===== src/design/dpt_pkg.sv =====
// Constants, register maps and state encodings for the PWM timer host controller
package dpt_pkg;
   // Own AXI4-Lite register byte offsets
   localparam logic [7:0] ADDR_CMD = 8'h00;
   localparam logic [7:0] ADDR_DATA = 8'h04;
   localparam logic [7:0] ADDR_STATUS = 8'h08;
   localparam logic [7:0] ADDR_RDATA = 8'h0c;
   localparam logic [1:0] RESP_OKAY = 2'h0;
   localparam logic [1:0] RESP_SLVERR = 2'h2;
   // Command word fields
   localparam int CMD_OP_LSB = 0;
   localparam int CMD_ARG_LSB = 4;
   localparam int CMD_ADDR_LSB = 8;
   // Command codes
   localparam logic [3:0] OP_WRITE = 4'h1;
   localparam logic [3:0] OP_READ = 4'h2;
   localparam logic [3:0] OP_START = 4'h3;
   localparam logic [3:0] OP_STOP = 4'h4;
   localparam logic [3:0] OP_MODE = 4'h5;
   localparam logic [3:0] OP_SOURCE = 4'h6;
   localparam logic [3:0] OP_BUFFER = 4'h7;
   localparam logic [3:0] OP_CAPTURE = 4'h8;
   // Timer register indices on the device register port
   localparam logic [7:0] DEV_START = 8'h00;
   localparam logic [7:0] DEV_FCR = 8'h01;
   localparam logic [7:0] DEV_BUFMODE = 8'h02;
   localparam logic [7:0] DEV_CTRL0 = 8'h03;
   localparam logic [7:0] DEV_CTRL1 = 8'h04;
   localparam logic [7:0] DEV_STATUS0 = 8'h05;
   localparam logic [7:0] DEV_STATUS1 = 8'h06;
   localparam logic [7:0] DEV_CNT0 = 8'h07;
   localparam logic [7:0] DEV_CNT1 = 8'h08;
   localparam logic [7:0] DEV_GRA0 = 8'h09;
   localparam logic [7:0] DEV_GRB0 = 8'h0a;
   localparam logic [7:0] DEV_GRC0 = 8'h0b;
   localparam logic [7:0] DEV_GRD0 = 8'h0c;
   localparam logic [7:0] DEV_GRA1 = 8'h0d;
   localparam logic [7:0] DEV_GRB1 = 8'h0e;
   localparam logic [7:0] DEV_GRC1 = 8'h0f;
   localparam logic [7:0] DEV_GRD1 = 8'h10;
   // Device register fields
   localparam logic [15:0] STOP_VAL = 16'h000c;
   localparam int FCR_OLS_POS = 2;
   localparam int FCR_OLS_NEG = 3;
   localparam int CTRL_SRC_LSB = 0;
   localparam logic [2:0] SRC_FAST = 3'h6;
   localparam logic [1:0] MODE_TIMER = 2'h0;
   localparam logic [2:0] BUF_D0 = 3'h1;
   localparam logic [2:0] BUF_C1 = 3'h2;
   localparam logic [2:0] BUF_D1 = 3'h4;
   // Timing
   localparam int CLK_NS = 20;
   localparam int GAP_CYC = 2;
   localparam int RD_CYC = 5;
   localparam int F1_PERIOD_NS = 50;
   localparam int OSC_WAIT_F1 = 2;
   localparam int OSC_WAIT_CYC = (OSC_WAIT_F1 * F1_PERIOD_NS + CLK_NS - 1) / CLK_NS;
   localparam int OPCLK_PERIOD_NS = 50;
   localparam int CAP_OPCLK = 3;
   localparam int CAP_CYC = (CAP_OPCLK * OPCLK_PERIOD_NS + CLK_NS - 1) / CLK_NS;
   typedef enum logic [5:0] {
      ST_IDLE = 6'b000001,
      ST_WRITE = 6'b000010,
      ST_GAP = 6'b000100,
      ST_READ = 6'b001000,
      ST_OSCW = 6'b010000,
      ST_CAPT = 6'b100000
   } dpt_state_e;
endpackage


===== src/design/dpt_host_ctrl.sv =====
// Host controller that sequences a two-channel PWM timer through its register port
//
// The implementer's own choices: register access over AXI4-Lite and the address map.
`timescale 1ns/1ps
module dpt_host_ctrl
   import dpt_pkg::*;
(
   // Clock and reset
   input logic aclk,
   input logic aresetn,
   // AXI4-Lite write channels
   input logic [7:0] s_axi_awaddr,
   input logic s_axi_awvalid,
   output logic s_axi_awready,
   input logic [31:0] s_axi_wdata,
   input logic [3:0] s_axi_wstrb,
   input logic s_axi_wvalid,
   output logic s_axi_wready,
   output logic [1:0] s_axi_bresp,
   output logic s_axi_bvalid,
   input logic s_axi_bready,
   // AXI4-Lite read channels
   input logic [7:0] s_axi_araddr,
   input logic s_axi_arvalid,
   output logic s_axi_arready,
   output logic [31:0] s_axi_rdata,
   output logic [1:0] s_axi_rresp,
   output logic s_axi_rvalid,
   input logic s_axi_rready,
   // Timer register port
   output logic [7:0] dev_addr,
   output logic [15:0] dev_wdata,
   output logic dev_wr,
   output logic dev_rd,
   input logic [15:0] dev_rdata,
   // Oscillator and supply
   output logic fast_osc_enable,
   input logic supply_ok,
   // Timer I/O pin used for capture
   input logic cap_pin_i,
   output logic cap_pin_o,
   output logic cap_pin_oe
);

   function automatic logic [2:0] buf_mask_of(input logic [7:0] a);
      return (a == DEV_GRD0) ? BUF_D0 : (a == DEV_GRC1) ? BUF_C1 : (a == DEV_GRD1) ? BUF_D1 : 3'h0;
   endfunction

   // Pin synchronisers
   logic supply_s1_reg, supply_s;
   logic cap_s1_reg, cap_s;
   logic [15:0] rdata_s1_reg, rdata_s;
   always_ff @(posedge aclk) begin
      supply_s1_reg <= supply_ok;
      supply_s <= supply_s1_reg;
      cap_s1_reg <= cap_pin_i;
      cap_s <= cap_s1_reg;
      rdata_s1_reg <= dev_rdata;
      rdata_s <= rdata_s1_reg;
   end

   // AXI4-Lite slave
   logic aw_got_reg, w_got_reg, bvalid_reg, rvalid_reg;
   logic [7:0] aw_addr_reg;
   logic [31:0] w_data_reg, rdata_reg;
   logic [3:0] w_strb_reg;
   logic [1:0] bresp_reg, rresp_reg;
   logic [15:0] cmd_reg, data_reg, rd_val_reg;
   wire aw_fire = s_axi_awvalid && s_axi_awready;
   wire w_fire = s_axi_wvalid && s_axi_wready;
   wire ar_fire = s_axi_arvalid && s_axi_arready;
   wire wr_go = aw_got_reg && w_got_reg;
   wire wr_cmd = wr_go && aw_addr_reg == ADDR_CMD;
   wire wr_data = wr_go && aw_addr_reg == ADDR_DATA;
   wire wr_mapped = wr_cmd || wr_data || aw_addr_reg == ADDR_STATUS || aw_addr_reg == ADDR_RDATA;
   wire cmd_go = wr_cmd && w_strb_reg[1:0] == 2'b11;
   wire rd_mapped = s_axi_araddr == ADDR_CMD || s_axi_araddr == ADDR_DATA ||
      s_axi_araddr == ADDR_STATUS || s_axi_araddr == ADDR_RDATA;
   assign s_axi_awready = !aw_got_reg && !bvalid_reg;
   assign s_axi_wready = !w_got_reg && !bvalid_reg;
   assign s_axi_arready = !rvalid_reg;
   assign s_axi_bvalid = bvalid_reg;
   assign s_axi_bresp = bresp_reg;
   assign s_axi_rvalid = rvalid_reg;
   assign s_axi_rdata = rdata_reg;
   assign s_axi_rresp = rresp_reg;

   // Controller state
   dpt_state_e state_reg, state_next;
   logic [7:0] cnt_reg, cnt_next;
   logic [1:0] step_reg;
   logic [3:0] op_reg, arg_reg;
   logic [7:0] addr_reg;
   logic [15:0] pay_reg;
   logic [3:0] start_sh, fcr_sh;
   logic [2:0] buf_sh;
   logic refused_reg, rd_done_reg, fast_osc_reg;
   logic dev_wr_reg, dev_rd_reg;
   logic [7:0] dev_addr_reg;
   logic [15:0] dev_wdata_reg;
   logic cap_busy;
   wire busy = state_reg != ST_IDLE;

   wire [31:0] status_word = {15'h0000, buf_sh, fcr_sh, start_sh, cap_s, supply_s, fast_osc_reg,
      rd_done_reg, refused_reg, busy};
   wire [31:0] rd_mux = (s_axi_araddr == ADDR_CMD) ? {16'h0000, cmd_reg} :
      (s_axi_araddr == ADDR_DATA) ? {16'h0000, data_reg} :
      (s_axi_araddr == ADDR_STATUS) ? status_word :
      (s_axi_araddr == ADDR_RDATA) ? {16'h0000, rd_val_reg} : 32'h00000000;

   always_ff @(posedge aclk) begin
      if (!aresetn) begin
         aw_got_reg <= 1'b0;
         w_got_reg <= 1'b0;
         bvalid_reg <= 1'b0;
         rvalid_reg <= 1'b0;
         aw_addr_reg <= 8'h00;
         w_data_reg <= 32'h00000000;
         w_strb_reg <= 4'h0;
         bresp_reg <= RESP_OKAY;
         rresp_reg <= RESP_OKAY;
         rdata_reg <= 32'h00000000;
      end else begin
         if (aw_fire) begin
            aw_got_reg <= 1'b1;
            aw_addr_reg <= s_axi_awaddr;
         end else if (wr_go) begin
            aw_got_reg <= 1'b0;
         end
         if (w_fire) begin
            w_got_reg <= 1'b1;
            w_data_reg <= s_axi_wdata;
            w_strb_reg <= s_axi_wstrb;
         end else if (wr_go) begin
            w_got_reg <= 1'b0;
         end
         if (wr_go) begin
            bvalid_reg <= 1'b1;
            bresp_reg <= wr_mapped ? RESP_OKAY : RESP_SLVERR;
         end else if (s_axi_bready) begin
            bvalid_reg <= 1'b0;
         end
         if (ar_fire) begin
            rvalid_reg <= 1'b1;
            rdata_reg <= rd_mux;
            rresp_reg <= rd_mapped ? RESP_OKAY : RESP_SLVERR;
         end else if (s_axi_rready) begin
            rvalid_reg <= 1'b0;
         end
      end
   end

   // Command checks
   wire [3:0] c_op = w_data_reg[CMD_OP_LSB +: 4];
   wire [7:0] c_addr = w_data_reg[CMD_ADDR_LSB +: 8];
   wire c_comp = fcr_sh[1];
   wire c_active = c_addr == DEV_GRA0 || c_addr == DEV_GRB0 || c_addr == DEV_GRA1 || c_addr == DEV_GRB1;
   wire c_cfg = c_addr == DEV_FCR || c_addr == DEV_BUFMODE || c_addr == DEV_CTRL0 || c_addr == DEV_CTRL1;
   wire c_fast = data_reg[CTRL_SRC_LSB +: 3] == SRC_FAST;
   wire c_bad = (c_op == OP_WRITE && ((c_comp && c_active) || c_cfg)) ||
      (c_op == OP_SOURCE && c_fast && !supply_s) ||
      (c_op == OP_WRITE && (buf_mask_of(c_addr) & buf_sh) != 3'h0) ||
      (c_op == OP_BUFFER && buf_mask_of(c_addr) == 3'h0) || c_op == 4'h0 || c_op > OP_CAPTURE;
   wire accept = cmd_go && state_reg == ST_IDLE && !c_bad;
   wire refuse = cmd_go && !accept;
   wire [2:0] buf_mask = buf_mask_of(addr_reg);
   wire osc_off_req = op_reg == OP_SOURCE && arg_reg[1] && pay_reg[CTRL_SRC_LSB +: 3] != SRC_FAST;

   // Write sequence for the current step
   logic [7:0] st_addr;
   logic [15:0] st_data;
   logic [2:0] st_num;
   always_comb begin
      st_addr = DEV_START;
      st_data = STOP_VAL;
      st_num = 3'd2;
      unique case (op_reg)
         OP_WRITE: begin
            st_num = 3'd1;
            st_addr = addr_reg;
            st_data = pay_reg;
         end
         OP_START: begin
            st_num = 3'd1;
            st_data = {12'h000, pay_reg[3:0]};
         end
         OP_MODE: begin
            st_num = 3'd4;
            if (step_reg[1]) begin
               st_addr = DEV_FCR;
               st_data = {12'h000, arg_reg[2], arg_reg[2], step_reg[0] ? arg_reg[1:0] : MODE_TIMER};
            end
         end
         OP_SOURCE: begin
            st_num = 3'd3;
            if (step_reg == 2'd2) begin
               st_addr = arg_reg[0] ? DEV_CTRL1 : DEV_CTRL0;
               st_data = pay_reg;
            end
         end
         OP_BUFFER: begin
            st_num = 3'd3;
            unique case (step_reg)
               2'd0: begin
                  st_addr = DEV_BUFMODE;
                  st_data = {13'h0000, buf_sh & ~buf_mask};
               end
               2'd1: begin
                  st_addr = addr_reg;
                  st_data = pay_reg;
               end
               default: begin
                  st_addr = DEV_BUFMODE;
                  st_data = {13'h0000, buf_sh | buf_mask};
               end
            endcase
         end
         default: ;
      endcase
   end
   wire last_step = {1'b0, step_reg} == st_num - 3'd1;

   always_comb begin
      state_next = state_reg;
      unique case (state_reg)
         ST_IDLE: if (accept) state_next = (c_op == OP_READ) ? ST_READ : (c_op == OP_CAPTURE) ? ST_CAPT : ST_WRITE;
         ST_WRITE: state_next = ST_GAP;
         ST_GAP: if (cnt_reg == 8'(GAP_CYC - 1)) state_next = !last_step ? ST_WRITE : osc_off_req ? ST_OSCW : ST_IDLE;
         ST_READ: if (cnt_reg == 8'(RD_CYC - 1)) state_next = ST_IDLE;
         ST_OSCW: if (cnt_reg == 8'(OSC_WAIT_CYC - 1)) state_next = ST_IDLE;
         ST_CAPT: if (cnt_reg != 8'h00 && !cap_busy) state_next = ST_IDLE;
      endcase
   end
   assign cnt_next = (state_next != state_reg) ? 8'h00 : cnt_reg + 8'h01;

   always_ff @(posedge aclk) begin
      if (!aresetn) begin
         state_reg <= ST_IDLE;
         cnt_reg <= 8'h00;
         step_reg <= 2'd0;
         op_reg <= 4'h0;
         arg_reg <= 4'h0;
         addr_reg <= 8'h00;
         pay_reg <= 16'h0000;
         cmd_reg <= 16'h0000;
         data_reg <= 16'h0000;
      end else begin
         state_reg <= state_next;
         cnt_reg <= cnt_next;
         if (wr_data && w_strb_reg[0]) data_reg[7:0] <= w_data_reg[7:0];
         if (wr_data && w_strb_reg[1]) data_reg[15:8] <= w_data_reg[15:8];
         if (cmd_go) cmd_reg <= w_data_reg[15:0];
         if (accept) begin
            op_reg <= c_op;
            arg_reg <= w_data_reg[CMD_ARG_LSB +: 4];
            addr_reg <= c_addr;
            pay_reg <= data_reg;
            step_reg <= 2'd0;
         end else if (state_reg == ST_GAP && state_next == ST_WRITE) begin
            step_reg <= step_reg + 2'd1;
         end
      end
   end

   // Register port drive, shadows and status
   always_ff @(posedge aclk) begin
      if (!aresetn) begin
         dev_wr_reg <= 1'b0;
         dev_rd_reg <= 1'b0;
         dev_addr_reg <= 8'h00;
         dev_wdata_reg <= 16'h0000;
         start_sh <= 4'h0;
         fcr_sh <= 4'h0;
         buf_sh <= 3'h0;
         refused_reg <= 1'b0;
         rd_done_reg <= 1'b0;
         rd_val_reg <= 16'h0000;
         fast_osc_reg <= 1'b0;
      end else begin
         dev_wr_reg <= state_reg == ST_WRITE;
         dev_rd_reg <= state_reg == ST_READ;
         if (state_reg == ST_WRITE) begin
            dev_addr_reg <= st_addr;
            dev_wdata_reg <= st_data;
         end else if (accept) begin
            dev_addr_reg <= c_addr;
         end
         if (dev_wr_reg && dev_addr_reg == DEV_START) start_sh <= dev_wdata_reg[3:0];
         if (dev_wr_reg && dev_addr_reg == DEV_FCR) fcr_sh <= dev_wdata_reg[3:0];
         if (dev_wr_reg && dev_addr_reg == DEV_BUFMODE) buf_sh <= dev_wdata_reg[2:0];
         if (refuse) refused_reg <= 1'b1;
         else if (accept) refused_reg <= 1'b0;
         if (state_reg == ST_READ && state_next == ST_IDLE) begin
            rd_done_reg <= 1'b1;
            rd_val_reg <= rdata_s;
         end else if (accept) begin
            rd_done_reg <= 1'b0;
         end
         if (accept && c_op == OP_SOURCE && c_fast) fast_osc_reg <= 1'b1;
         else if (state_reg == ST_OSCW && state_next == ST_IDLE) fast_osc_reg <= 1'b0;
      end
   end

   assign dev_wr = dev_wr_reg;
   assign dev_rd = dev_rd_reg;
   assign dev_addr = dev_addr_reg;
   assign dev_wdata = dev_wdata_reg;
   assign fast_osc_enable = fast_osc_reg;

   dpt_capture_pulse u_capture (
      .aclk(aclk),
      .aresetn(aresetn),
      .start(state_reg == ST_CAPT && cnt_reg == 8'h00),
      .busy(cap_busy),
      .pin_o(cap_pin_o),
      .pin_oe(cap_pin_oe)
   );

   // Checks on what the register port issues
   logic [7:0] since_ctrl_reg;
   wire dw_ctrl = dev_wr_reg && (dev_addr_reg == DEV_CTRL0 || dev_addr_reg == DEV_CTRL1);
   wire dw_fcr = dev_wr_reg && dev_addr_reg == DEV_FCR;
   wire dw_active = dev_addr_reg == DEV_GRA0 || dev_addr_reg == DEV_GRB0 ||
      dev_addr_reg == DEV_GRA1 || dev_addr_reg == DEV_GRB1;
   always_ff @(posedge aclk) begin
      if (!aresetn) since_ctrl_reg <= 8'hff;
      else if (dw_ctrl) since_ctrl_reg <= 8'h00;
      else if (since_ctrl_reg != 8'hff) since_ctrl_reg <= since_ctrl_reg + 8'h01;
   end
endmodule


===== src/design/dpt_capture_pulse.sv =====
// Capture pulse driver for one timer I/O pin
`timescale 1ns/1ps
module dpt_capture_pulse
   import dpt_pkg::*;
(
   // Clock and reset
   input logic aclk,
   input logic aresetn,
   // Trigger
   input logic start,
   output logic busy,
   // Pin drive
   output logic pin_o,
   output logic pin_oe
);
   logic pin_reg;
   logic pin_next;
   logic [7:0] cnt_reg;
   logic [7:0] cnt_next;

   // Pulse stays high for the full capture width
   assign pin_next = start ? 1'b1 : (pin_reg && cnt_reg != 8'(CAP_CYC - 1));
   assign cnt_next = pin_reg ? cnt_reg + 8'h01 : 8'h00;

   always_ff @(posedge aclk) begin
      if (!aresetn) begin
         pin_reg <= 1'b0;
         cnt_reg <= 8'h00;
      end else begin
         pin_reg <= pin_next;
         cnt_reg <= cnt_next;
      end
   end

   assign busy = pin_reg;
   assign pin_o = pin_reg;
   assign pin_oe = pin_reg;
endmodule


===== config.mk =====
export PLATFORM = sky130hd
export DESIGN_NAME = dpt_host_ctrl
export DESIGN_NICKNAME = d
export VERILOG_FILES = /design/src/design/dpt_pkg.sv /design/src/design/dpt_host_ctrl.sv /design/src/design/dpt_capture_pulse.sv
export SDC_FILE = /design/constraint.sdc
export NUM_CORES = 1
export LEC_CHECK = 0
export BUFFER_PORTS_ARGS = -buffer_cell sky130_fd_sc_hd__buf_2
export CORE_ASPECT_RATIO = 1.4
export CORE_MARGIN = 8
export CORE_UTILIZATION = 31
export DETAILED_ROUTE_END_ITERATION = 8
export PLACE_DENSITY = 0.54
export SETUP_SLACK_MARGIN = 0.05
export SYNTH_ARGS = -nofsm -noshare
export SYNTH_HDL_FRONTEND = slang
export SYNTH_HIERARCHICAL = 1
export SYNTH_SLANG_ARGS = --single-unit

===== constraint.sdc =====
create_clock -name aclk -period 5.5 [get_ports aclk]
set_input_delay 0.275 -clock aclk [delete_from_list [all_inputs] [get_ports aclk]]
set_output_delay 0.275 -clock aclk [all_outputs]
set_load 0.01 [all_outputs]

Word-level counts from Yosys, hierarchy flattened. Cells that the tools add are included.

Flip-flop bits (word level): 246. Bits in latches: 0. RAM bits: 0. ROM bits: 0. Input bits: 77. Output and inout bits: 70. Memories: 0.

Add/sub/neg operators: 4. $mul: 0. Divide/modulo/power cells: 0. Magnitude comparators: 1. Eq/ne operators: 51. Shift operators: 0. Multiplexer cells: 47. Bitwise logic cells: 5. Reductions and logical operators: 82.

Operators with widths (number): $eq A8 B4 Y1 const B (12); $pmux W16 S5 (1); $mux W17 (3); $mux W6 (6); $logic_and A1 B1 Y1 (33); $eq A8 B3 Y1 const B (4); $logic_not A8 Y1 (4); $mux W16 (2); $pmux W16 S2 (1); $pmux W8 S4 (1); $pmux W6 S5 (1); $eq A8 B1 Y1 const B (3); $eq A8 B2 Y1 const B (3); $mux W3 (8); $mux W8 (3); $eq A4 B3 Y1 const B (5); $logic_or A1 B1 Y1 (18); $add A8 B1 Y8 const B (2); $eq A8 B5 Y1 const B (2); $reduce_bool A2 Y1 (8); $mux W1 (14); $eq A6 B1 Y1 const B (2); $eq A6 B2 Y1 const B (2); $mux W5 (2); 33 further kinds (50).

Logic depth before layout (Yosys ltp). Gate-level depths: netlist of run 1.

Word-level depth: 20. Mapped depth: 10. Gate-level depth less buffers: 8.

Modules after synthesis. Netlist of run 1, hierarchy kept.

Modules (own cells, without submodules): dpt_host_ctrl (times used 1, cells an instance 1024, area each 9028.7 µm², sequential area each 4404.2 µm²); dpt_capture_pulse (times used 1, cells an instance 40, area each 367.9 µm², sequential area each 180.2 µm²).

Least setup slack after synthesis of run 1. No wires, ideal clock.

Kind: register -> register. From: register state_reg[3]. To: register op_reg[3]. Library setup time: 0.132 ns. Arrival time: 1.886 ns. Path slack: 3.482 ns. Cell stages (with the launch flop): 9. Clock period less this slack: 2.018 ns. Path through: dfxtp_1 -> buf_2 -> or3_4 -> nor4_4 -> o211ai_1 -> or3_4 -> clkbuf_1 -> o21ai_0 -> a21oi_1.

Cells in the longest elaborated chain, start to end: 3.

Ends and longest elaborated chain: start: declaration (RTL line dpt_host_ctrl.sv:89) `dpt_state_e state_reg, state_next;`; start signal: assignment (RTL line dpt_host_ctrl.sv:248) `state_reg <= state_next;`; $eq A6 B1 Y1 (RTL line dpt_host_ctrl.sv:164) `wire accept = cmd_go && state_reg == ST_IDLE && !c_bad;`; $logic_and A1 B1 Y1 (2 in a row) (RTL line dpt_host_ctrl.sv:164); end signal: assignment (RTL line dpt_host_ctrl.sv:254) `op_reg <= c_op;`; end: declaration (RTL line dpt_host_ctrl.sv:92) `logic [3:0] op_reg, arg_reg;`.

No other way between the ends. A chain may end at the register's enable or synchronous reset.

==> results of run 1 <==
per-stage QoR:
step,total power (W),cells
floorplan,0.00188,1080
global placement,0.00195,1492
detailed placement,0.00196,1492
CTS,0.00371,1574
global route,0.00381,1574
finish,0.00366,1574
power breakdown:
group / internal (W) / switching (W)
Clock: 0.00105 / 0.000673
Sequential: 0.00170 / 0.0000455
Combinational: 0.0000781 / 0.000116
Total: 0.00283 / 0.000835
layout make-up:
cell class	count	area (um^2)	area share, %
clock buffer	34	719	6.34
clock inverter	10	133	1.17
inverter	16	62.6	0.551
multi-input combinational	743	4380	38.5
tap	385	482	4.24
timing repair buffer	157	996	8.77
sequential	229	4580	40.4
timing repair:
action / in CTS / in global routing
setup endpoints to repair: 0 / 0
hold buffers: 38 / 0
hold endpoints to repair: 38 / 0
gates resized for setup: 0 / 0
layout by cell type (no fill, tap or decap), types with 6 or more instances in the layout:
cell type,Yosys,final
mux2i_1,58,58
nand4_1,8,8
buf_2,11,111
a22oi_1,30,30
a211oi_1,17,17
mux2_2,14,14
ha_1,7,7
nor4_1,8,8
o21ai_0,45,45
clkbuf_8,0,6
nand2_1,98,98
a31oi_1,7,7
conb_1,1,17
clkbuf_16,0,25
xnor2_1,7,7
nor2_1,138,138
dlygate4sd3_1,0,38
o211ai_1,14,14
nor3_1,33,32
dfxtp_1,229,229
inv_1,16,15
nand3_1,56,56
and3_1,6,6
or3_1,8,8
buf_4,22,8
xor2_1,8,8
a21oi_1,86,86
synth_stat cells, types with 3 or more instances:
cell       number  area [um^2]
buf_4          22          165
or4_1           4         30.0
mux2_2         14          158
nand4_1         8         50.1
a21o_1          3         22.5
or3_1           8         50.1
o211a_1         4         40.0
nor2_1        138          518
and2_1          5         31.3
a211oi_1       17          128
nand3_1        56          280
a21oi_1        86          430
and3_1          6         37.5
nand2_1        98          368
nor4bb_1        3         30.0
dfxtp_1       229         4580
mux2i_1        58          581
o2111ai_1       3         26.3
buf_2          11         55.1
o21ai_0        45          225
nand2b_1        5         31.3
xor2_1          8         70.1
xnor2_1         7         61.3
a22oi_1        30          225
nor3_1         33          165
a31oi_1         7         43.8
o211ai_1       14          105
nor4_1          8         50.1
clkbuf_1       58          218
inv_1          16         60.1
and3b_1         3         26.3
ha_1            7         87.6
nor2b_1         5         31.3
worst max-delay path, delay by kind of cell, from the launching register on:
family           cells  cell delay [ns]
AO/OA/AOI/OAI        4             1.73
flip-flops           1             0.70
AND/OR/NAND/NOR      2             0.43
cell families (layout without fill, tap and decap cells):
family                     count (synthesis)  count (layout)  share of synthesized area, %
DFF                                      229             229                          48.8
muxes                                     74              74                          8.34
xor gates and xnor gates                  15              15                          1.40
other                                      1              17                        0.0399
buffers and inverters                    108             217                          5.34
and+or+nand+nor                          405             405                          20.5
adders and majority gates                  7               7                         0.932
AOI/OAI and AO/OA                        225             225                          14.7
worst min path at each step:
stage / start / to / slack [ns] / cells after the start
after global placement: rdata_s1_reg[10] / rdata_s[10] / 0.31 / 0
after detailed placement: rdata_s1_reg[9] / rdata_s[9] / 0.31 / 0
after floorplan: cap_pin_i / cap_s1_reg / 0.30 / 0
after global routing: s_axi_wdata[6] / w_data_reg[6] / 0.01 / 3
after CTS: s_axi_wdata[6] / w_data_reg[6] / 0.0001 / 3
final: s_axi_wdata[6] / w_data_reg[6] / 0.01 / 3
per-layer routing:
| metal | routed length (um) | up-vias |
|---|---|---|
| li1 | - | 3939 |
| met2 | 14800 | 199 |
| met1 | 10900 | 3723 |
| met5 | 0 | - |
| met4 | 1090 | 0 |
| met3 | 1160 | 50 |
==> metrics.cfg, run 1 <==
[run_status]
status=complete, no violations

[drt]
drt_iter0_drc=487
dr.pass1.iters=5
drcViolationCount=0
ant_nets=0
routed_via_density=5.03
routed_wirelength_um=28000
detail_route.wl_per_cell_um=17.8
via_count=7911

[sta]
clock_skew_ns=0.0116
slew_viol_final=0
setup_viol=0
fin_crit_ns=2.95
setup_ws_ns=2.55
rsz0062_at_grt=false
hold_viol_final=0
max_slew_margin_pct=16.3
finalCritPeriodShare_pct=53.6
worstMarginPinSlew_ns=1.26
hold_slack_ns=0.0130
setup_tns_ns=0
fmax_ghz=0.339

[clocking]
cts_setup_buffers=0
clk_path_buf_depth=3
cts_made_buffers=24
clkLatencyLatePin_ns=0.52
clockRootBuffer=clkbuf_16
tritoncts=built
ctsHtreeMaxLevel=1
clk_pin_slew_worst_paths_ns=0.06
clock-sinks=229

[setup_path]
crit_start=w_data_reg[8]
reg2reg_to=cnt_reg[3]
rr_worst_depth=6
cp-end-kind=flip-flop
r2r_slack_ns=2.55
crit_end=cnt_reg[3]
path_cells=and3_1 -> o211ai_1 -> a31oi_1 -> o211a_1 -> o211ai_2 -> nor2_1
cpPeakStageDelay_ns=1.01
cp_slowest_cell=o211a_1
required_ns=5.95
worstSetupPathType=reg -> reg
worstSetupStartpointType=flip-flop
cp.arrival_ns=3.40
cp_max_fo=41
worstReg2RegStart=w_data_reg[8]

[final_layout]
nNetsFinal=1255
postLayoutCoreUtil_pct=37.9
area_delta_synth_final_pct=20.8
largest_register_ffs=17
drive_gt1_share_pct=15.9
n_antenna_cell=0
fin_area_um2=11400
fillerInstances=3021

[logic_synthesis]
synth_edf_count=0
postSynth.asyncResetShare_pct=0
ys_types=65
netlist_area_um2=9400
syn_inst=1064
ys_seq_area_share_pct=48.8
yosys_warnings=6
synthFlopType=dfxtp_1
syn_avg_cell_area_um2=8.83
postSynthRegisterBits=229

[floorplanning]
die_h_um=222
die_area_um2=36200
start_util_pct=31.4
die-width_um=163
core_region_area_um2=29900
ios=147
placementRows=75

[global_route]
grt_pass1_wl_um=44100
met1_usage_pct=16.5
grt_max_degree=100
met3_usage_pct=2.06
antenna_found_initial=0
grt_pass1_vias=7994
grt.busiest_layer=met2
use_met2_pct=28.1
overflow=0
grt_use_total_pct=15.1

[power]
power_density_nw_per_um2=323
leakagePower_nw=4.58
peakVddDrop_uv=200

[worst_hold_path]
hp-class=in -> reg

[place]
numPortBuffers=111
gp_routability_congestion=0.881
hpwl_um=19700
place_area_um2=10100
pre_cts_ws_ns=2.61

[flow_run]
maxCapViolCount=0

Power figures use the tool's default switching activity.
==> inputs of run 2 (changes only) <==
--- a/config.mk
+++ b/config.mk
@@ -5,12 +5,13 @@
 export SDC_FILE = /design/constraint.sdc
 export NUM_CORES = 1
 export LEC_CHECK = 0
+export ABC_AREA = 1
 export BUFFER_PORTS_ARGS = -buffer_cell sky130_fd_sc_hd__buf_2
 export CORE_ASPECT_RATIO = 1.4
 export CORE_MARGIN = 8
 export CORE_UTILIZATION = 31
 export DETAILED_ROUTE_END_ITERATION = 8
-export PLACE_DENSITY = 0.54
+export PLACE_DENSITY = 0.56
 export SETUP_SLACK_MARGIN = 0.05
 export SYNTH_ARGS = -nofsm -noshare
 export SYNTH_HDL_FRONTEND = slang
==> constraint.sdc (replaced) <==
create_clock -name aclk -period 2.71 [get_ports aclk]
set_input_delay 0.1355 -clock aclk [delete_from_list [all_inputs] [get_ports aclk]]
set_output_delay 0.1355 -clock aclk [all_outputs]
set_load 0.01 [all_outputs]
==> run 2 against run 1 <==
Compared with the run above:
- combinational power rose by 150%
- largest cell class unchanged
- global-route usage down 0.085 points
- setup slack got worse by 2.3 ns
- register-to-register slack worse by 2.3 ns
- the flow now finishes with violations (hold timing)
- first-iteration DRC count is 6.0% lower
- flip-flop and latch count stayed put
- clock-buffer cell count stayed put
- core utilization rose by 0.88 points
- sequential power increased by 100%
- critical path type unchanged
- wire length is 1.2% lower
==> metrics.cfg, run 2 <==
[global_route]
grt_max_degree=73
antenna_found_initial=0
grt_pass1_vias=8297
grt_use_total_pct=15.0
overflow=0
grt_pass1_wl_um=43700

[drt]
detail_route.wl_per_cell_um=15.7
drcViolationCount=0
ant_nets=0
routed_wirelength_um=27700
dr.pass1.iters=6
drt_iter0_drc=458
via_count=8409
routed_via_density=4.77

[logic_synthesis]
synth_edf_count=0
synthFlopType=dfxtp_1
yosysTopAreaCellShare_pct=49.0
synth.area.top_cells=dfxtp_1 (49%), a21oi_1 (7.3%), o21ai_0 (6.9%)
postSynthRegisterBits=229
netlist_area_um2=9350
syn_inst=1208
syn_avg_cell_area_um2=7.74
synth_top_area_cell=dfxtp_1
yosys-top-cells-count=dfxtp_1 (229), nand2_1 (171), a21oi_1 (137)
ys_types=43
synth.most_common_cell=dfxtp_1
yosys_warnings=6
ys_seq_area_share_pct=49.0
postSynth.asyncResetShare_pct=0

[sta]
hold_viol_final=1
clock_skew_ns=0.0162
slew_viol_final=0
fmax_ghz=0.413
setup_viol=0
setup_tns_ns=0
fin_crit_ns=2.42
rsz0062_at_grt=false
finalCritPeriodShare_pct=89.5
worstMarginPinSlew_ns=0.704
hold_slack_ns=-0.00424
max_slew_margin_pct=53.0

[power]
power_density_nw_per_um2=649
leakagePower_nw=4.91
peakVddDrop_uv=437

[clocking]
tritoncts=built
clkLatencyLatePin_ns=0.54
cts_made_buffers=25
clock-sinks=229
cts_setup_buffers=0
clockRootBuffer=clkbuf_16
clk_path_buf_depth=3
clk_pin_slew_worst_paths_ns=0.06
ctsHtreeMaxLevel=1

[final_layout]
area_delta_synth_final_pct=23.9
drive_gt1_share_pct=16.4
final_cells=1762
fillerInstances=3089
n_antenna_cell=0
nNetsFinal=1443
postLayoutCoreUtil_pct=38.8
largest_register_ffs=17
final_cell_mix=dfxtp_1 (229), nand2_1 (171), a21oi_1 (137), inv_1 (129), o21ai_0 (129)
mostFrequentLayoutCell=dfxtp_1

[floorplanning]
placementRows=75
die_h_um=221
die_area_um2=36000
ios=147
start_util_pct=31.3
die-width_um=163
core_region_area_um2=29800

[setup_path]
worstSetupStartpointType=flip-flop
r2r_slack_ns=0.29
worstSetupPathType=reg -> reg
cp_max_fo=33
required_ns=3.13
cp.arrival_ns=2.85
cp-end-kind=flip-flop

[flow_run]
maxCapViolCount=0

[run_status]
status=finished, violations left
failed_checks=hold timing

[place]
dp.cells=1672
gp_routability_congestion=0.875
numPortBuffers=111
hpwl_um=20500

[worst_hold_path]
hp-class=in -> reg

==> run 2: cell types whose count changed after synthesis, moves of 36 or more <==
cell and change:
nor2_1 -36, nand2_1 +73, o21ai_0 +84, inv_1 +113, a21oi_1 +51, mux2i_1 -58
==> run 2: area by class of cell <==
cell class	count	area, um^2	area share (%)
Sequential cell	229	4580	39.6
Multi-Input combinational cell	775	3900	33.7
Tap cell	385	482	4.16
Inverter	151	568	4.91
Timing Repair Buffer	177	1190	10.3
Clock buffer	34	709	6.13
Clock inverter	11	144	1.24
==> run 2: worst paths after layout <==
check	to	depth (start not counted)	startpoint
setup / recovery	rd_val_reg[13]	17	state_reg[3]
setup reg to reg	rd_val_reg[13]	17	state_reg[3]
hold / removal	w_data_reg[2]	3	s_axi_wdata[2]
hold reg to reg	supply_s	0	supply_s1_reg
==> run 2: through the flow <==
| stage | total power [W] | instance area (um^2) | worst slack (ns) |
|---|---|---|---|
| 2_1_floorplan | 0.00387 | 9410 | 0.719 |
| 3_3_place_gp | 0.00402 | 10300 | 0.292 |
| 3_5_place_dp | 0.00403 | 10300 | 0.301 |
| 4_1_cts | 0.00759 | 11600 | 0.259 |
| 5_1_grt | 0.00781 | 11600 | 0.0539 |
| 6_report | 0.00752 | 11600 | 0.286 |
==> run 2: critical path, cell delays in order (launching register included) <==
cell and delay, ns:
dfxtp_1 0.35, nor2_1 0.17, nand2_1 0.12, nor2_4 0.18, nand2_1 0.10, nor2_2 0.13, nand2_4 0.08, nor2_8 0.10
nand3_1 0.20, nand2_1 0.11, inv_1 0.05, nand2_2 0.07, nand3_2 0.08, nor2_4 0.14, buf_12 0.19, nand3_1 0.10
nand2_1 0.07, nor2_1 0.04
==> run 2: where the power goes <==
part           switching, W  internal [W]  leakage, nW  total, W
registers         0.0000639       0.00346         1.87   0.00352
logic              0.000292      0.000190         2.62  0.000482
clock network       0.00139       0.00213        0.426   0.00351
==> run 2: cells by family after synthesis <==
| kind of cell | after synthesis | share of synthesized area, % |
|---|---|---|
| flip-flops | 229 | 49.0 |
| buffers and inverters | 220 | 9.93 |
| adder cells (fa/ha/maj) | 7 | 0.937 |
| AND/OR/NAND/NOR | 421 | 20.7 |
| XOR/XNOR | 8 | 0.750 |
| AO/OA/AOI/OAI | 322 | 18.6 |
| other | 1 | 0.0401 |
==> run 2: timing repair <==
action | CTS | global route
endpoints found under the hold margin | 46 | 0
hold buffers | 45 | 0
setup endpoints to repair | 0 | 9
resized for setup | 0 | 1
==> run 2: per-layer routing <==
layer  up-vias  GRT usage, %  routed length (um)
met5         -             0                   0
met4         0          6.91                1080
met3        61          2.68                1270
met2       215          26.5               14000
met1      3858          17.2               11300
li1       4275             -                   -
